--- src/msa_pkg.sv ---
// Purpose: Constants for the monitor status and first alarm byte bank
// Assumes: Byte-wide register port driven by the serial management slave
// Notes:   Offsets are byte addresses in the lower memory page
//
// Summary of operation
// - Status bit 7 reads the live transmit-disable pin level.
// - Status bit 6 is a writable soft transmit-disable, ORed with the pin.
// - Status bit 5 reads the live level of general input one.
// - Status bit 4 reads the live rate-select input pin level.
// - Status bit 3 soft rate-select, ORed with pin to drive rate output.
// - Status bit 2 shows transmit-fault output: 0 driven low, 1 released.
// - Status bit 1 shows signal-loss output: 0 driven low, 1 released.
// - Status bit 0 is not-ready: 1 while supply is below the trip point.
// - Power-on clears both soft force bits; other status bits are live.
// - Ready bits 7:2 clear at power-on and set on each conversion done.
// - Software writes ready bits to zero; only new conversions set them.
// - Update bit 0 shows range of last monitor-three result, 1 coarse.
// - High-alarm flags set above high threshold, clear at or below it.
// - Low-alarm flags set below low threshold, clear at or above it.
// - Supply low alarm resets to 1, set below trip, cleared by measurement.
// - Temperature comparisons are signed two's complement.
// - Supply and monitor comparisons are unsigned 16-bit.

package msa_pkg;

    // ------------------------------------------------------------------
    // Register offsets
    // ------------------------------------------------------------------
    localparam logic [7:0] MSA_OFS_STATUS = 8'h6E;
    localparam logic [7:0] MSA_OFS_UPDATE = 8'h6F;
    localparam logic [7:0] MSA_OFS_ALARM  = 8'h70;

    // ------------------------------------------------------------------
    // Status field positions
    // ------------------------------------------------------------------
    localparam int MSA_ST_TXOFF_PIN  = 7;
    localparam int MSA_ST_TXOFF_SOFT = 6;
    localparam int MSA_ST_GEN_IN1    = 5;
    localparam int MSA_ST_RATE_PIN   = 4;
    localparam int MSA_ST_RATE_SOFT  = 3;
    localparam int MSA_ST_TXFAULT    = 2;
    localparam int MSA_ST_SIG_LOSS   = 1;
    localparam int MSA_ST_NOT_READY  = 0;

    // ------------------------------------------------------------------
    // Update field positions
    // ------------------------------------------------------------------
    localparam int MSA_UP_TEMP  = 7;
    localparam int MSA_UP_VCC   = 6;
    localparam int MSA_UP_MONITOR_CHANNEL_ONE  = 5;
    localparam int MSA_UP_MONITOR_CHANNEL_FOUR  = 2;
    localparam int MSA_UP_RANGE = 0;
    localparam logic [7:0] MSA_UP_DONE_MASK = 8'hFC;

    // ------------------------------------------------------------------
    // Alarm field positions
    // ------------------------------------------------------------------
    localparam int MSA_AL_THERMAL_HIGH_ALARM = 7;
    localparam int MSA_AL_THERMAL_LOW_ALARM = 6;
    localparam int MSA_AL_SUPPLY_HIGH_ALARM  = 5;
    localparam int MSA_AL_SUPPLY_LOW_ALARM  = 4;
    localparam int MSA_AL_MONITOR_ONE_HIGH_ALARM = 3;
    localparam int MSA_AL_MONITOR_ONE_LOW_ALARM = 2;
    localparam int MSA_AL_MONITOR_TWO_HIGH_ALARM = 1;
    localparam int MSA_AL_MONITOR_TWO_LOW_ALARM = 0;

    // ------------------------------------------------------------------
    // Values after reset, and the read value of unmapped offsets
    // ------------------------------------------------------------------
    localparam logic [1:0]  MSA_SOFT_RST     = 2'h0;
    localparam logic [7:0]  MSA_UPDATE_RST   = 8'h00;
    localparam logic [7:0]  MSA_ALARM_RST    = 8'h10;
    localparam logic [7:0]  MSA_UNMAPPED     = 8'h00;
    localparam logic [15:0] MSA_THERMAL_HIGH_ALARM_DFLT = 16'h7FFF;
    localparam logic [15:0] MSA_ANA_HI_DFLT  = 16'hFFFF;

    // Clock period in nanoseconds, for reference only
    localparam int MSA_CLK_PERIOD_NS = 20;

endpackage : msa_pkg

--- src/msa_cmp.sv ---
// Purpose: Window comparison of one measurement against high and low limits
// Assumes: Value and thresholds share one format, 16 bits wide
// Notes:   IS_SIGNED selects two's complement compare

`timescale 1ns/100ps
`default_nettype none

module msa_cmp #(
    parameter bit IS_SIGNED = 1'b0
) (
    input  wire logic [15:0] value_i,
    input  wire logic [15:0] hi_thr_i,
    input  wire logic [15:0] lo_thr_i,
    output logic             above_o,
    output logic             below_o
);

    // ------------------------------------------------------------------
    // Compare
    // ------------------------------------------------------------------
    // Equal to a limit counts as inside, so both flags clear there
    always_comb begin
        if (IS_SIGNED) begin
            above_o = $signed(value_i) > $signed(hi_thr_i);
            below_o = $signed(value_i) < $signed(lo_thr_i);
        end else begin
            above_o = value_i > hi_thr_i;
            below_o = value_i < lo_thr_i;
        end
    end

endmodule : msa_cmp

`default_nettype wire

--- src/msa_regs.sv ---
// Purpose: Pin status, conversion-ready and primary alarm byte registers
// Assumes: Byte register port from the serial slave on clk_i; pins async
// Notes:   Read data appears one clock after the read strobe

`timescale 1ns/100ps
`default_nettype none

module msa_regs
    import msa_pkg::*;
(
    input  wire logic        clk_i,
    input  wire logic        rst_n_i,
    // Register port
    input  wire logic [7:0]  reg_addr_i,
    input  wire logic        reg_wr_i,
    input  wire logic [7:0]  reg_wdata_i,
    input  wire logic        reg_rd_i,
    output logic      [7:0]  reg_rdata_o,
    // Device pins, asynchronous
    input  wire logic        tx_off_pin_i,
    input  wire logic        general_input_one_i,
    input  wire logic        rate_select_input_i,
    input  wire logic        supply_below_trip_i,
    // Driven state of open-drain outputs, from on-chip logic
    input  wire logic        transmit_fault_released_i,
    input  wire logic        signal_loss_released_i,
    // Conversion results, one-cycle done pulses
    input  wire logic        temp_done_i,
    input  wire logic        vcc_done_i,
    input  wire logic [3:0]  mon_done_i,
    input  wire logic        monitor_channel_three_coarse_i,
    input  wire logic [15:0] temp_value_i,
    input  wire logic [15:0] vcc_value_i,
    input  wire logic [15:0] monitor_channel_one_value_i,
    input  wire logic [15:0] monitor_channel_two_value_i,
    // Thresholds from threshold memory
    input  wire logic [15:0] thermal_high_alarm_thr_i,
    input  wire logic [15:0] thermal_low_alarm_thr_i,
    input  wire logic [15:0] supply_high_alarm_thr_i,
    input  wire logic [15:0] supply_low_alarm_thr_i,
    input  wire logic [15:0] monitor_one_high_alarm_thr_i,
    input  wire logic [15:0] monitor_one_low_alarm_thr_i,
    input  wire logic [15:0] monitor_two_high_alarm_thr_i,
    input  wire logic [15:0] monitor_two_low_alarm_thr_i,
    // Merged controls and synchronised not-ready flag
    output logic             tx_disable_o,
    output logic             rate_select_output_o,
    output logic             not_ready_flag_o
);

    // ------------------------------------------------------------------
    // Pin synchronisers
    // ------------------------------------------------------------------
    logic [3:0] pin_meta;
    logic [3:0] pin_sync;
    logic [3:0] next_pin_meta;
    logic [3:0] next_pin_sync;

    // Order: supply-low, rate pin, general input, tx-off pin
    always_comb begin
        next_pin_meta = {supply_below_trip_i, rate_select_input_i,
                         general_input_one_i, tx_off_pin_i};
        next_pin_sync = pin_meta;
    end

    // Supply stage resets high so the part reports not-ready at power-on
    always_ff @(posedge clk_i or negedge rst_n_i) begin
        if (!rst_n_i) begin
            pin_meta <= 4'h8;
            pin_sync <= 4'h8;
        end else begin
            pin_meta <= next_pin_meta;
            pin_sync <= next_pin_sync;
        end
    end

    logic tx_off_pin_state;
    logic gen_input_one_state;
    logic rate_pin_state;
    logic supply_low_s;

    assign tx_off_pin_state    = pin_sync[0];
    assign gen_input_one_state = pin_sync[1];
    assign rate_pin_state      = pin_sync[2];
    assign supply_low_s        = pin_sync[3];

    // ------------------------------------------------------------------
    // Address decode
    // ------------------------------------------------------------------
    logic hit_status;
    logic hit_update;
    logic hit_alarm;

    assign hit_status = reg_addr_i == MSA_OFS_STATUS;
    assign hit_update = reg_addr_i == MSA_OFS_UPDATE;
    assign hit_alarm  = reg_addr_i == MSA_OFS_ALARM;

    // ------------------------------------------------------------------
    // Soft force bits
    // ------------------------------------------------------------------
    logic tx_off_soft_force;
    logic rate_soft_force;
    logic next_tx_off_soft_force;
    logic next_rate_soft_force;

    // Only the two writable positions take data; the rest ignore writes
    always_comb begin
        next_tx_off_soft_force = tx_off_soft_force;
        next_rate_soft_force   = rate_soft_force;
        if (reg_wr_i && hit_status) begin
            next_tx_off_soft_force = reg_wdata_i[MSA_ST_TXOFF_SOFT];
            next_rate_soft_force   = reg_wdata_i[MSA_ST_RATE_SOFT];
        end
    end

    always_ff @(posedge clk_i or negedge rst_n_i) begin
        if (!rst_n_i) begin
            tx_off_soft_force <= MSA_SOFT_RST[1];
            rate_soft_force   <= MSA_SOFT_RST[0];
        end else begin
            tx_off_soft_force <= next_tx_off_soft_force;
            rate_soft_force   <= next_rate_soft_force;
        end
    end

    // Merged outputs; the pin path adds two cycles of synchroniser delay
    assign tx_disable_o         = tx_off_pin_state | tx_off_soft_force;
    assign rate_select_output_o = rate_pin_state | rate_soft_force;
    assign not_ready_flag_o     = supply_low_s;

    // ------------------------------------------------------------------
    // Comparators
    // ------------------------------------------------------------------
    logic [3:0] above;
    logic [3:0] below;

    msa_cmp #(.IS_SIGNED(1'b1)) u_cmp_temp (
        .value_i  (temp_value_i),
        .hi_thr_i (thermal_high_alarm_thr_i),
        .lo_thr_i (thermal_low_alarm_thr_i),
        .above_o  (above[0]),
        .below_o  (below[0])
    );

    msa_cmp #(.IS_SIGNED(1'b0)) u_cmp_vcc (
        .value_i  (vcc_value_i),
        .hi_thr_i (supply_high_alarm_thr_i),
        .lo_thr_i (supply_low_alarm_thr_i),
        .above_o  (above[1]),
        .below_o  (below[1])
    );

    msa_cmp #(.IS_SIGNED(1'b0)) u_cmp_monitor_channel_one (
        .value_i  (monitor_channel_one_value_i),
        .hi_thr_i (monitor_one_high_alarm_thr_i),
        .lo_thr_i (monitor_one_low_alarm_thr_i),
        .above_o  (above[2]),
        .below_o  (below[2])
    );

    msa_cmp #(.IS_SIGNED(1'b0)) u_cmp_monitor_channel_two (
        .value_i  (monitor_channel_two_value_i),
        .hi_thr_i (monitor_two_high_alarm_thr_i),
        .lo_thr_i (monitor_two_low_alarm_thr_i),
        .above_o  (above[3]),
        .below_o  (below[3])
    );

    // ------------------------------------------------------------------
    // Update and alarm bytes
    // ------------------------------------------------------------------
    logic [7:0] update_reg;
    logic [7:0] alarm_reg;
    logic [7:0] next_update_reg;
    logic [7:0] next_alarm_reg;
    logic [7:0] done_vec;

    // Monitor one sits at bit 5 and monitor four at bit 2, so the pulses go in reversed
    assign done_vec = {temp_done_i, vcc_done_i, mon_done_i[0], mon_done_i[1],
                       mon_done_i[2], mon_done_i[3], 2'b00};

    // Software may only clear ready bits; a completion in the same cycle wins
    always_comb begin
        next_update_reg = update_reg;
        if (reg_wr_i && hit_update) begin
            next_update_reg = update_reg & (reg_wdata_i | ~MSA_UP_DONE_MASK);
        end
        next_update_reg = next_update_reg | done_vec;
        if (mon_done_i[2]) begin
            next_update_reg[MSA_UP_RANGE] = monitor_channel_three_coarse_i;
        end
        next_update_reg[1] = 1'b0;

        // Flags follow the latest completed measurement; supply low is also set by the trip input
        next_alarm_reg = alarm_reg;
        if (temp_done_i) begin
            next_alarm_reg[MSA_AL_THERMAL_HIGH_ALARM] = above[0];
            next_alarm_reg[MSA_AL_THERMAL_LOW_ALARM] = below[0];
        end
        if (vcc_done_i) begin
            next_alarm_reg[MSA_AL_SUPPLY_HIGH_ALARM] = above[1];
            next_alarm_reg[MSA_AL_SUPPLY_LOW_ALARM] = below[1];
        end
        if (mon_done_i[0]) begin
            next_alarm_reg[MSA_AL_MONITOR_ONE_HIGH_ALARM] = above[2];
            next_alarm_reg[MSA_AL_MONITOR_ONE_LOW_ALARM] = below[2];
        end
        if (mon_done_i[1]) begin
            next_alarm_reg[MSA_AL_MONITOR_TWO_HIGH_ALARM] = above[3];
            next_alarm_reg[MSA_AL_MONITOR_TWO_LOW_ALARM] = below[3];
        end
        // Supply under the trip point overrides any measurement result
        if (supply_low_s) begin
            next_alarm_reg[MSA_AL_SUPPLY_LOW_ALARM] = 1'b1;
        end
    end

    always_ff @(posedge clk_i or negedge rst_n_i) begin
        if (!rst_n_i) begin
            update_reg <= MSA_UPDATE_RST;
            alarm_reg  <= MSA_ALARM_RST;
        end else begin
            update_reg <= next_update_reg;
            alarm_reg  <= next_alarm_reg;
        end
    end

    // ------------------------------------------------------------------
    // Read path
    // ------------------------------------------------------------------
    logic [7:0] status_view;
    logic [7:0] next_rdata;

    // Status is assembled live at read time
    always_comb begin
        status_view = 8'h00;
        status_view[MSA_ST_TXOFF_PIN]  = tx_off_pin_state;
        status_view[MSA_ST_TXOFF_SOFT] = tx_off_soft_force;
        status_view[MSA_ST_GEN_IN1]    = gen_input_one_state;
        status_view[MSA_ST_RATE_PIN]   = rate_pin_state;
        status_view[MSA_ST_RATE_SOFT]  = rate_soft_force;
        status_view[MSA_ST_TXFAULT]    = transmit_fault_released_i;
        status_view[MSA_ST_SIG_LOSS]   = signal_loss_released_i;
        status_view[MSA_ST_NOT_READY]  = supply_low_s;

        next_rdata = reg_rdata_o;
        if (reg_rd_i) begin
            if (hit_status) begin
                next_rdata = status_view;
            end else if (hit_update) begin
                next_rdata = update_reg;
            end else if (hit_alarm) begin
                next_rdata = alarm_reg;
            end else begin
                next_rdata = MSA_UNMAPPED;
            end
        end
    end

    always_ff @(posedge clk_i or negedge rst_n_i) begin
        if (!rst_n_i) begin
            reg_rdata_o <= 8'h00;
        end else begin
            reg_rdata_o <= next_rdata;
        end
    end
endmodule : msa_regs

`default_nettype wire

--- config.mk ---
export PLATFORM = sky130hd
export DESIGN_NAME = msa_regs
export DESIGN_NICKNAME = d
export VERILOG_FILES = /design/src/msa_pkg.sv /design/src/msa_cmp.sv /design/src/msa_regs.sv
export SDC_FILE = /design/constraint.sdc
export NUM_CORES = 1
export LEC_CHECK = 0
export BUFFER_PORTS_ARGS = -buffer_cell sky130_fd_sc_hd__buf_2
export CAP_MARGIN = 20
export CORE_MARGIN = 8
export CORE_UTILIZATION = 45
export DETAILED_ROUTE_END_ITERATION = 10
export GPL_ROUTABILITY_DRIVEN = 0
export PLACE_DENSITY = 0.8
export SYNTH_ARGS = -nofsm -noshare
export SYNTH_HDL_FRONTEND = slang
export SYNTH_SLANG_ARGS = --single-unit
--- constraint.sdc ---
create_clock -name clk_i -period 2.44 [get_ports clk_i]
set_clock_uncertainty 0.2 [all_clocks]
set_input_delay 0.488 -clock clk_i [delete_from_list [all_inputs] [get_ports clk_i]]
set_output_delay 0.488 -clock clk_i [all_outputs]
set_load 0.01 [all_outputs]
==> Yosys cells after proc, flatten, opt, wreduce, memory -nomap -nowiden <==
Cells that the tools add are included.
W data, S select, Z words.
{ "classes": {"add_sub_neg": 0, "mul": 0, "n_div": 0, "n_lt_le_gt_ge": 8, "n_eq_ne": 3, "shift": 0, "mux": 7, "bitwise": 4, "n_reduce_logical": 3} }
{ "op_table": {"columns": ["cell", "n"], "rows": [
  ["$gt A16 B16 Y1", 4],
  ["$lt A16 B16 Y1", 4],
  ["$mux W8", 4],
  ["$eq A8 B7 Y1 const B", 3],
  ["$and A8 B8 Y8", 1],
  ["$or A8 B8 Y8", 1],
  ["$mux W1", 3],
  ["$logic_and A1 B1 Y1", 2],
  ["$or A1 B1 Y1", 2],
  ["$reduce_bool A2 Y1", 1]
]} }
{ "word_totals": {"regBits": 33, "latch_bits": 0, "mem_bits_rw": 0, "mem_bits_ro": 0, "output_inout_bits": 11, "word_cells": 36, "mem_count": 0} }

==> Logic depth before layout (Yosys ltp) <==
Gate-level depths: netlist of the first run.
{ "depth": {"word_depth": 5, "depth_mapped": 8, "depth_no_buf": 8} }

==> Hierarchy <==
From an unflattened synthesis of the first run, not the netlist that was laid out.
{ "hier_totals": {"cells_unflattened": 549, "hier_area_um2": 4580.6} }
{ "by_module_without_submodules": {"columns": ["module", "n_inst", "cells_per_inst", "area_per_inst_um2", "seq_area_each_um2"], "rows": [
  ["msa_cmp (u_cmp_monitor_channel_one ...)", 3, 109, 795.8, 0.0],
  ["msa_regs", 1, 110, 1391.3, 829.5],
  ["msa_cmp (u_cmp_temp)", 1, 112, 802.0, 0.0]
]} }

==> Worst setup path before layout of the first run <==
Ideal clock, no wire load.
{ "synth_timing": {"kind": "input to register", "start": "input port reg_addr_i[7]", "end": "register rate_soft_force", "arrival_time_ns": 1.840, "required_time_ns": 2.115, "path_slack_ns": 0.275, "stages": 5, "path_buffers": 1, "path_cell_list": "nand3b_4 > or4b_1 > buf_6 > nor3b_4 > mux2_2"} }
{ "synth_between": {"elab_chain_cells": 2} }
{ "synth_lines": {"columns": ["element", "line_no", "source"], "rows": [
  ["start: declaration", "msa_regs.sv:14", "input wire logic [7:0] reg_addr_i,"],
  ["$eq A8 B7 Y1", "msa_regs.sv:94", "assign hit_status = reg_addr_i == MSA_OFS_STATUS;"],
  ["$logic_and A1 B1 Y1", "msa_regs.sv:110", "if (reg_wr_i && hit_status) begin"],
  ["end signal: assignment", "msa_regs.sv:119", "rate_soft_force <= MSA_SOFT_RST[0];"],
  ["end signal: assignment", "msa_regs.sv:122", "rate_soft_force <= next_rate_soft_force;"],
  ["end: declaration", "msa_regs.sv:102", "logic rate_soft_force;"]
]} }
Every way passes these cells.
A chain may end at the register's enable or synchronous reset.

==> Final worst setup path of the first run <==
{ "layout_timing": {"start": "input port temp_value_i[1]", "end": "register alarm_reg[7]"} }
{ "layout_between": {"elab_chain_cells": 1} }
{ "layout_lines": {"columns": ["element", "line_no", "source"], "rows": [
  ["start: declaration", "msa_regs.sv:32", "input wire logic [15:0] temp_value_i,"],
  ["$gt A16 B16 Y1", "msa_cmp.sv:24", "above_o = $signed(value_i) > $signed(hi_thr_i);"],
  ["end signal: assignment", "msa_regs.sv:224", "alarm_reg <= next_alarm_reg;"],
  ["end: declaration", "msa_regs.sv:173", "logic [7:0] alarm_reg;"]
]} }
Every way passes these cells.

==> flow_summary.ini, run 1 <==
[critical_path]
setup.worst_path.end_class = flop
critPathLaunchType = input pin
path_max_fanout = 2
r2r_cells = 3
r2r_start = update_reg[0]
arrival_ps = 2010
crit_path_start = temp_value_i[1]
worstPathRequired_ps = 2410
path_class = in2reg

[final_layout]
insertedDiodeCount = 0
area_growth_pct = 31.9
nets = 1148
fin_area_sq_mm = 0.00587
final_common_cell = buf_2
mostFrequentLayoutCells = buf_2 (233), inv_1 (140), ha_1 (124), a21oi_1 (54), o21ai_0 (33)
drive_gt1_share_pct = 32.0

[synthesis]
yosys.cell_types.count = 40
avgSynthCellArea_sq_um = 7.95
ys_warn_count = 0
synthesis.area_sq_mm = 0.00445
syn_nets = 908
synth_ff_type = dfrtp_1
synth_cells = 559
synth_seq_area_share_pct = 18.7
async_flop_share_pct = 100
ys_seq_elements = 33
synth-edff-count = 0

[timing]
hold_viol = 0
fin_crit_sh_pct = 83.7
drv_slew = 0
rsz0062_at_grt = false
max_freq_mhz = 490
setup_violations = 0
worst_pin_slew_ps = 736
tns_ps = 0
finalCriticalPeriod_ps = 2040
slew_headroom_pct = 50.9

[job]
max_cap_violations = 0

[global_route]
grt_max_degree = 34
grt_pass1_vias = 4679
grtUsageTotal_pct = 18.1
grt_pass1_wl_um = 19800
overflow = 0
antenna_found_initial = 2

[detailed_routing]
viasPerCell = 4.81
drt_iter0_drc = 125
dr.pass1.iters = 4
antenna_left = 0
wl_um = 12100
drc = 0
post_drt_wl_per_cell_um = 12.9
vias = 4490

[clock_network]
htree_levels = 2
cts_buffer_depth = 2
worstSkewPairLatency_ps = 280
post_cts_buffers = 0
cts_root_buf = clkbuf_8
cts.sinks = 33
cts_tree = built
cts_buffers = 5
clk_pin_slew_ps = 70
postCtsResizedCells = 0
holdBufCountCts = 0

[run_status]
status = finished clean

[pwr]
p_leak_nw = 3.61
peakVddDrop_uv = 189
powerDensity_mw_per_mm2 = 296
fin_total_pwr_mw = 1.74

[worst_hold_path]
hold_path_class = in2async

[die]
coreArea_sq_mm = 0.00968
die-area_sq_mm = 0.0133
ioPinCount = 236
rows = 36
die_h_um = 115
start_util_pct = 45.9
die_x_um = 115

[placement]
dp_hpwl_um = 11100
portBuffers = 233
place_area_sq_mm = 0.00578
## stage by stage
| step | utilization, % | worst slack, ps | std cells | hold WS (ps) |
|---|---|---|---|---|
| after CTS | 60.6 | 375 | 933 | 91.0 |
| after global placement | 59.6 | 87.2 | 925 | 132 |
| after floorplan | - | 275 | 559 | -7.59 |
| after detailed placement | 59.6 | 75.4 | 925 | 136 |
| final | 60.6 | 398 | 933 | 67.3 |
| after global routing | 60.6 | 225 | 933 | 88.9 |
## synth_stat cells (all sizes together), types with 2 or more instances
cell type	n	share of area (%)
a2111oi	5	0.98
a211oi	5	0.84
a21o	15	2.5
a21oi	54	6.1
a31oi	3	0.42
a41oi	3	0.59
and3	2	0.28
and4	2	0.39
buf	2	0.51
dfrtp	30	17
dfstp	3	1.8
ha	124	35
inv	140	12
mux2	5	1.3
mux2i	7	1.6
nand2	27	2.3
nand2b	6	0.84
nand3	16	1.8
nand4	14	2.0
nor2	30	2.5
nor2b	5	0.70
nor3	6	0.93
o21a	3	0.51
o21ai	33	3.7
o22ai	3	0.42
o31a	2	0.39
or2	2	0.28
or4b	2	0.45
## routing by layer
metal  part of all wire (%)  global-route usage [%]  vias up  wire length [um]
met3                    9.6                    6.41       18              1160
li1                       -                       -     2396                 -
met2                     48                    32.2      144              5780
met4                    1.6                    4.20        4               188
met1                     41                    20.1     1928              4910
met5                   0.19                       0        -                23
## kinds of logic after synthesis
logic type / count (synthesis) / share of synthesized area (%)
AO/OA/AOI/OAI: 133 / 17.9
adder cells (fa/ha/maj): 124 / 34.9
buffers and inverters: 143 / 12.4
flip-flops: 33 / 18.7
multiplexers: 12 / 2.84
AND/OR/NAND/NOR: 114 / 13.3
## worst paths after layout
check                              endpoint  slack (ps)
setup / recovery               alarm_reg[7]         400
hold / removal               reg_rdata_o[7]          70
min in group clk_i         next_pin_sync[3]         100
hold reg to reg                 pin_sync[2]         150
max in group asynchronous       pin_sync[2]        1500
setup reg to reg             reg_rdata_o[0]        1180
## where the power goes
part / total (mW) / internal (mW) / switching [mW]
Clock: 0.420 / 0.230 / 0.190
Sequential: 0.607 / 0.585 / 0.0215
Combinational: 0.711 / 0.364 / 0.347
## critical path: stages
cell	delay, ps
buf_2	110
ha_1	310
a21oi_1	130
o21ai_0	110
a2111oi_0	530
o2111ai_1	180
o311a_1	150
## layout make-up
cell class                      count  area, sq um
Inverter                          140          526
Tap cell                          133          166
Sequential cell                    33          830
Clock buffer                        8         90.1
Multi-Input combinational cell    383         3070
Timing Repair Buffer              236         1190
Fill cell                         933         3820
Power figures use the tool's default switching activity.
==> inputs of run 2 (changes only) <==
--- a/config.mk
+++ b/config.mk
@@ -5,13 +5,14 @@
 export SDC_FILE = /design/constraint.sdc
 export NUM_CORES = 1
 export LEC_CHECK = 0
+export ABC_AREA = 1
 export BUFFER_PORTS_ARGS = -buffer_cell sky130_fd_sc_hd__buf_2
 export CAP_MARGIN = 20
 export CORE_MARGIN = 8
-export CORE_UTILIZATION = 45
+export CORE_UTILIZATION = 43
 export DETAILED_ROUTE_END_ITERATION = 10
 export GPL_ROUTABILITY_DRIVEN = 0
-export PLACE_DENSITY = 0.8
+export PLACE_DENSITY = 0.79
 export SYNTH_ARGS = -nofsm -noshare
 export SYNTH_HDL_FRONTEND = slang
 export SYNTH_SLANG_ARGS = --single-unit
==> constraint.sdc (replaced) <==
create_clock -name clk_i -period 1.7 [get_ports clk_i]
set_clock_uncertainty 0.2 [all_clocks]
set_input_delay 0.34 -clock clk_i [delete_from_list [all_inputs] [get_ports clk_i]]
set_output_delay 0.34 -clock clk_i [all_outputs]
set_load 0.01 [all_outputs]
==> run 2 against run 1 <==
  * Total power grew 45%
  * Design area grew 5.1%
  * Global-route usage shrank 0.53 points
  * Sequential share of layout area shrank 0.68 points
  * Core utilization shrank 1.1 points
  * Cell count grew 14%
  * Sequential cell count is the same
  * Synthesized cell count grew 20%
  * Wire length grew 4.0%
  * First-iteration DRC count shrank 7.2%
  * Setup slack lost 350 ps
  * Area after synthesis grew 3.3%
  * Highest routed layer unchanged
==> flow_summary.ini, run 2 <==
[timing]
worst_pin_slew_ps = 423
slew_headroom_pct = 71.8
hold_viol = 0
rsz0062_at_grt = false
drv_slew = 0
finalCriticalPeriod_ps = 1650
setup_violations = 0
fin_ws_ps = 51.2
max_freq_mhz = 606
fin_crit_sh_pct = 97.0

[clock_network]
clk_pin_slew_ps = 60
postCtsResizedCells = 0
cts_tree = built
cts_buffer_depth = 2
cts_root_buf = clkbuf_8
htree_levels = 2
cts.sinks = 33
worstSkewPairLatency_ps = 270
cts_buffers = 5

[die]
ioPinCount = 236
start_util_pct = 44.3
die_x_um = 119
rows = 37
die_h_um = 119
die-area_sq_mm = 0.0142
coreArea_sq_mm = 0.0104

[synthesis]
synthesis.area_sq_mm = 0.00459
yosysMostFrequentCell = inv_1
synth_area_leader_cell = ha_1
ys_seq_elements = 33
avgSynthCellArea_sq_um = 6.85
synth_common_cells = inv_1 (167), nand2_1 (159), ha_1 (124)
synth_top_area_share_pct = 33.8
synth_seq_area_share_pct = 18.1
ys_warn_count = 0
synth-edff-count = 0
syn_nets = 1020
async_flop_share_pct = 100
synth_ff_type = dfrtp_1
yosys.cell_types.count = 26
netlist_top_cells_area = ha_1 (34%), dfrtp_1 (16%), inv_1 (14%)
synth_cells = 671

[detailed_routing]
antenna_left = 0
drt_iter0_drc = 116
dr.pass1.iters = 6
vias = 4853
viasPerCell = 4.56
post_drt_wl_per_cell_um = 11.8
drc = 0
wl_um = 12500

[final_layout]
nets = 1275
fillCellCount = 1022
final_common_cell = buf_2
utilization_pct = 59.4
drive_gt1_share_pct = 29.3
final-seq-area_sq_um = 830
multiInputGateArea_sq_mm = 0.00312
area_growth_pct = 34.1
mostFrequentLayoutCells = buf_2 (233), inv_1 (167), nand2_1 (159), ha_1 (124), a21oi_1 (57)

[pwr]
powerDensity_mw_per_mm2 = 408
pwr-share-comb_pct = 41.3
peakVddDrop_uv = 253
clockPowerShare_pct = 24.7
fin_total_pwr_mw = 2.51
power.share.sequential_pct = 34.0
p_switching_uw = 800
p_sw_share_pct = 31.8
p_leak_nw = 4.03
intPower_mw = 1.71

[global_route]
grt_max_degree = 19
grtUsageTotal_pct = 17.6
grt_pass1_vias = 4989
grt_pass1_wl_um = 21500
antenna_found_initial = 2
overflow = 0

[critical_path]
worstPathRequired_ps = 1160
rrSetupSlack_ps = 640
crit_path_start = rate_soft_force
r2r_cells = 4
path_class = reg2out
r2r_end = reg_rdata_o[0]
crit_path_end = rate_select_output_o
r2r_start = pin_sync[3]
path_max_fanout = 3
critPathLaunchType = flop
arrival_ps = 1110
setup.worst_path.end_class = output port

[run_status]
status = finished clean

[job]
max_cap_violations = 0

[worst_hold_path]
hold_path_class = in2reg

[placement]
dp_hpwl_um = 11600
dp_slack_ps = -66.0
portBuffers = 233
## run 2: layout make-up
cell class              instances  area share [%]
multi-input cells             467            50.6
repair buffers                249            21.1
flip-flops and latches         33            13.5
inverters                     170            10.4
well taps                     136            2.76
clock buffers                   7            1.56
clock inverters                 1          0.0812
diodes                          1          0.0406
## run 2: cell families after synthesis
| group | share of synthesized area (%) |
|---|---|
| fa+ha+maj | 33.8 |
| compound gates | 12.2 |
| buf+inv | 14.1 |
| flops | 18.1 |
| simple gates | 21.9 |
## run 2: stage by stage
step | hold slack [ps] | std cells | setup TNS (ps) | instance area, sq um
floorplan | -156 | 671 | 0 | 4590
finish | 53.6 | 1064 | 0 | 6160
CTS | 49.1 | 1063 | 0 | 6160
global route | 48.4 | 1064 | 0 | 6160
global placement | 93.0 | 1050 | -232 | 6010
detailed placement | 98.2 | 1050 | -315 | 6010
## run 2: how the worst min path moves through the flow
stage	to	cells past startpoint	from
after floorplan	alarm_reg[0]	0	rst_n_i
after global placement	reg_rdata_o[6]	1	rst_n_i
after detailed placement	alarm_reg[5]	1	rst_n_i
after CTS	update_reg[2]	3	mon_done_i[3]
after global routing	update_reg[2]	3	mon_done_i[3]
final	update_reg[2]	3	mon_done_i[3]
## run 2: repair_timing
item	4_1_cts	5_1_grt
hold buffers	5	0
setup buffers	0	0
hold endpoints to repair	17	0
endpoints found under the setup margin	0	0
## run 2: layer usage
layer / up-vias / global-route usage (%) / wire length (um)
met1: 2066 / 19.8 / 5300
met5: - / 0 / 10
li1: 2653 / - / -
met2: 124 / 32.5 / 6300
met3: 8 / 5.20 / 841
met4: 2 / 2.89 / 94
## run 2: power groups by stage
stage          logic, mW  registers (mW)  clock network (mW)
3_3_place_gp        1.01           0.868                   0
3_5_place_dp        1.04           0.868                   0
2_1_floorplan      0.578           0.861                   0
4_1_cts             1.06           0.854               0.644
6_report            1.04           0.854               0.621
5_1_grt             1.24           0.858               0.689
## run 2: worst max-delay path, cell delays in order (launching register included)
cell and delay, ps:
dfrtp_1 400, or2_2 290, buf_2 150
==> inputs of run 3 (changes only) <==
--- a/config.mk
+++ b/config.mk
@@ -13,6 +13,7 @@
 export DETAILED_ROUTE_END_ITERATION = 10
 export GPL_ROUTABILITY_DRIVEN = 0
 export PLACE_DENSITY = 0.79
+export REMOVE_ABC_BUFFERS = 1
 export SYNTH_ARGS = -nofsm -noshare
 export SYNTH_HDL_FRONTEND = slang
 export SYNTH_SLANG_ARGS = --single-unit
==> run 3 against run 2 <==
  * Setup slack got worse by 10 ps
  * First-iteration DRC count increased by 16%
  * Hold slack got worse by 9.8 ps
  * Highest routed layer unchanged
  * Largest power group unchanged
  * Sequential power about the same
  * Non-clock buffer count decreased by 3
  * Cell count decreased by 0.47%
  * Critical path type unchanged
==> flow_summary.ini, run 3 (synthesized netlist as in run 2, its figures left out) <==
[final_layout]
utilization_pct = 59.2
drive_gt1_share_pct = 28.9
mostFrequentLayoutCells = buf_2 (233), inv_1 (167), nand2_1 (159), ha_1 (124), a21oi_1 (57)
insertedDiodeCount = 0
area_growth_pct = 33.5
final_common_cell = buf_2
nets = 1272

[clock_network]
htree_levels = 2
worstSkewPairLatency_ps = 280
cts.sinks = 33
clk_pin_slew_ps = 70
cts_root_buf = clkbuf_8
cts_buffers = 5
cts_buffer_depth = 2
cts_tree = built

[detailed_routing]
viasPerCell = 4.60
drt_iter0_drc = 135
post_drt_wl_per_cell_um = 12.0
drc = 0
wl_um = 12700
vias = 4868
antenna_left = 0
dr.pass1.iters = 4

[pwr]
fin_total_pwr_mw = 2.49
peakVddDrop_uv = 251
p_leak_nw = 4.01
powerDensity_mw_per_mm2 = 405

[timing]
fin_ws_ps = 40.9
fin_crit_sh_pct = 97.6
slew_headroom_pct = 72.5
drv_slew = 0
hold_viol = 0
max_freq_mhz = 603
setup_violations = 0
rsz0062_at_grt = false
worst_pin_slew_ps = 412
finalCriticalPeriod_ps = 1660

[critical_path]
cp_cell_sequence = or2_2 -> buf_2
arrival_ps = 1120
cp_top_family = flip-flops
critPathLaunchType = flop
crit_path_start = tx_off_soft_force
cp_slowest_stage_delay_ps = 390
path_max_fanout = 3
r2r_end = reg_rdata_o[0]
path_class = reg2out
setup.worst_path.end_class = output port
worstPathRequired_ps = 1160
slowest_stage = dfrtp_1
rrSetupSlack_ps = 640
worst-path-buf-inv = 1
r2r_start = pin_sync[3]
r2r_cells = 4

[die]
die_x_um = 119
die-area_sq_mm = 0.0142
rows = 37
die_h_um = 119
ioPinCount = 236
coreArea_sq_mm = 0.0104
start_util_pct = 44.3

[job]
max_cap_violations = 0

[worst_hold_path]
whs_endpoint = update_reg[2]
hold_path_class = in2reg
hold_start = mon_done_i[3]
hold_depth = 3

[global_route]
grt_pass1_wl_um = 21500
grt_pass1_vias = 4865
overflow = 0
grt_max_degree = 19
grtUsageTotal_pct = 17.7
antenna_found_initial = 2

[placement]
dp_slack_ps = -76.0
portBuffers = 233
dp_hpwl_um = 11700

[run_status]
status = finished clean
-- run 3: cell types whose count changed in the layout (fill, tap and decap cells not counted), sizes merged --
cell and change:
buf -3, diode -1, clkinv -1
-- run 3: through the flow --
stage | std cells | instance area, sq um | hold WS, ps | TNS, ps
floorplan | 670 | 4590 | -156 | 0
global placement | 1046 | 5990 | 96.1 | -163
detailed placement | 1046 | 5990 | 99.5 | -302
CTS | 1058 | 6130 | 28.1 | 0
global route | 1059 | 6130 | 44.1 | 0
finish | 1059 | 6130 | 43.8 | 0
-- run 3: how the worst max path moves through the flow --
stage / to / slack [ps] / depth (start not counted)
after global routing: rate_select_output_o / 6 / 2
final: tx_disable_o / 40 / 2
after global placement: alarm_reg[6] / -50 / 10
after floorplan: alarm_reg[7] / 150 / 10
after CTS: rate_select_output_o / 20 / 2
after detailed placement: alarm_reg[6] / -80 / 8
-- run 3: area by class of cell --
cell class                 count  area (sq um)
inverter                     170           641
clock buffer                   7          86.3
sequential                    33           830
timing repair buffer         246          1290
tap                          136           170
multi-input combinational    467          3120
fill                        1033          4240
-- run 3: what timing repair did --
action,CTS,global route
gates resized for setup,0,0
endpoints found under the setup margin,0,1
hold buffers,5,0
buffers inserted,0,1
hold endpoints to repair,18,0
-- run 3: power breakdown --
| part | total, mW | internal [mW] | switching, mW |
|---|---|---|---|
| logic | 1.04 | 0.517 | 0.527 |
| clock network | 0.588 | 0.321 | 0.268 |
| registers | 0.853 | 0.831 | 0.0228 |
| total | 2.49 | 1.67 | 0.817 |
-- run 3: worst min-delay path, cell delays in order --
cell and delay, ps:
buf_2 70, inv_1 30, nand2_1 50
-- run 3: routing by layer --
metal | vias up | part of all wire [%] | global-route usage [%]
met2 | 119 | 51 | 32.9
li1 | 2644 | - | -
met4 | 4 | 0.95 | 3.83
met5 | - | 0.13 | 0
met1 | 2090 | 42 | 19.8
met3 | 11 | 5.8 | 4.49
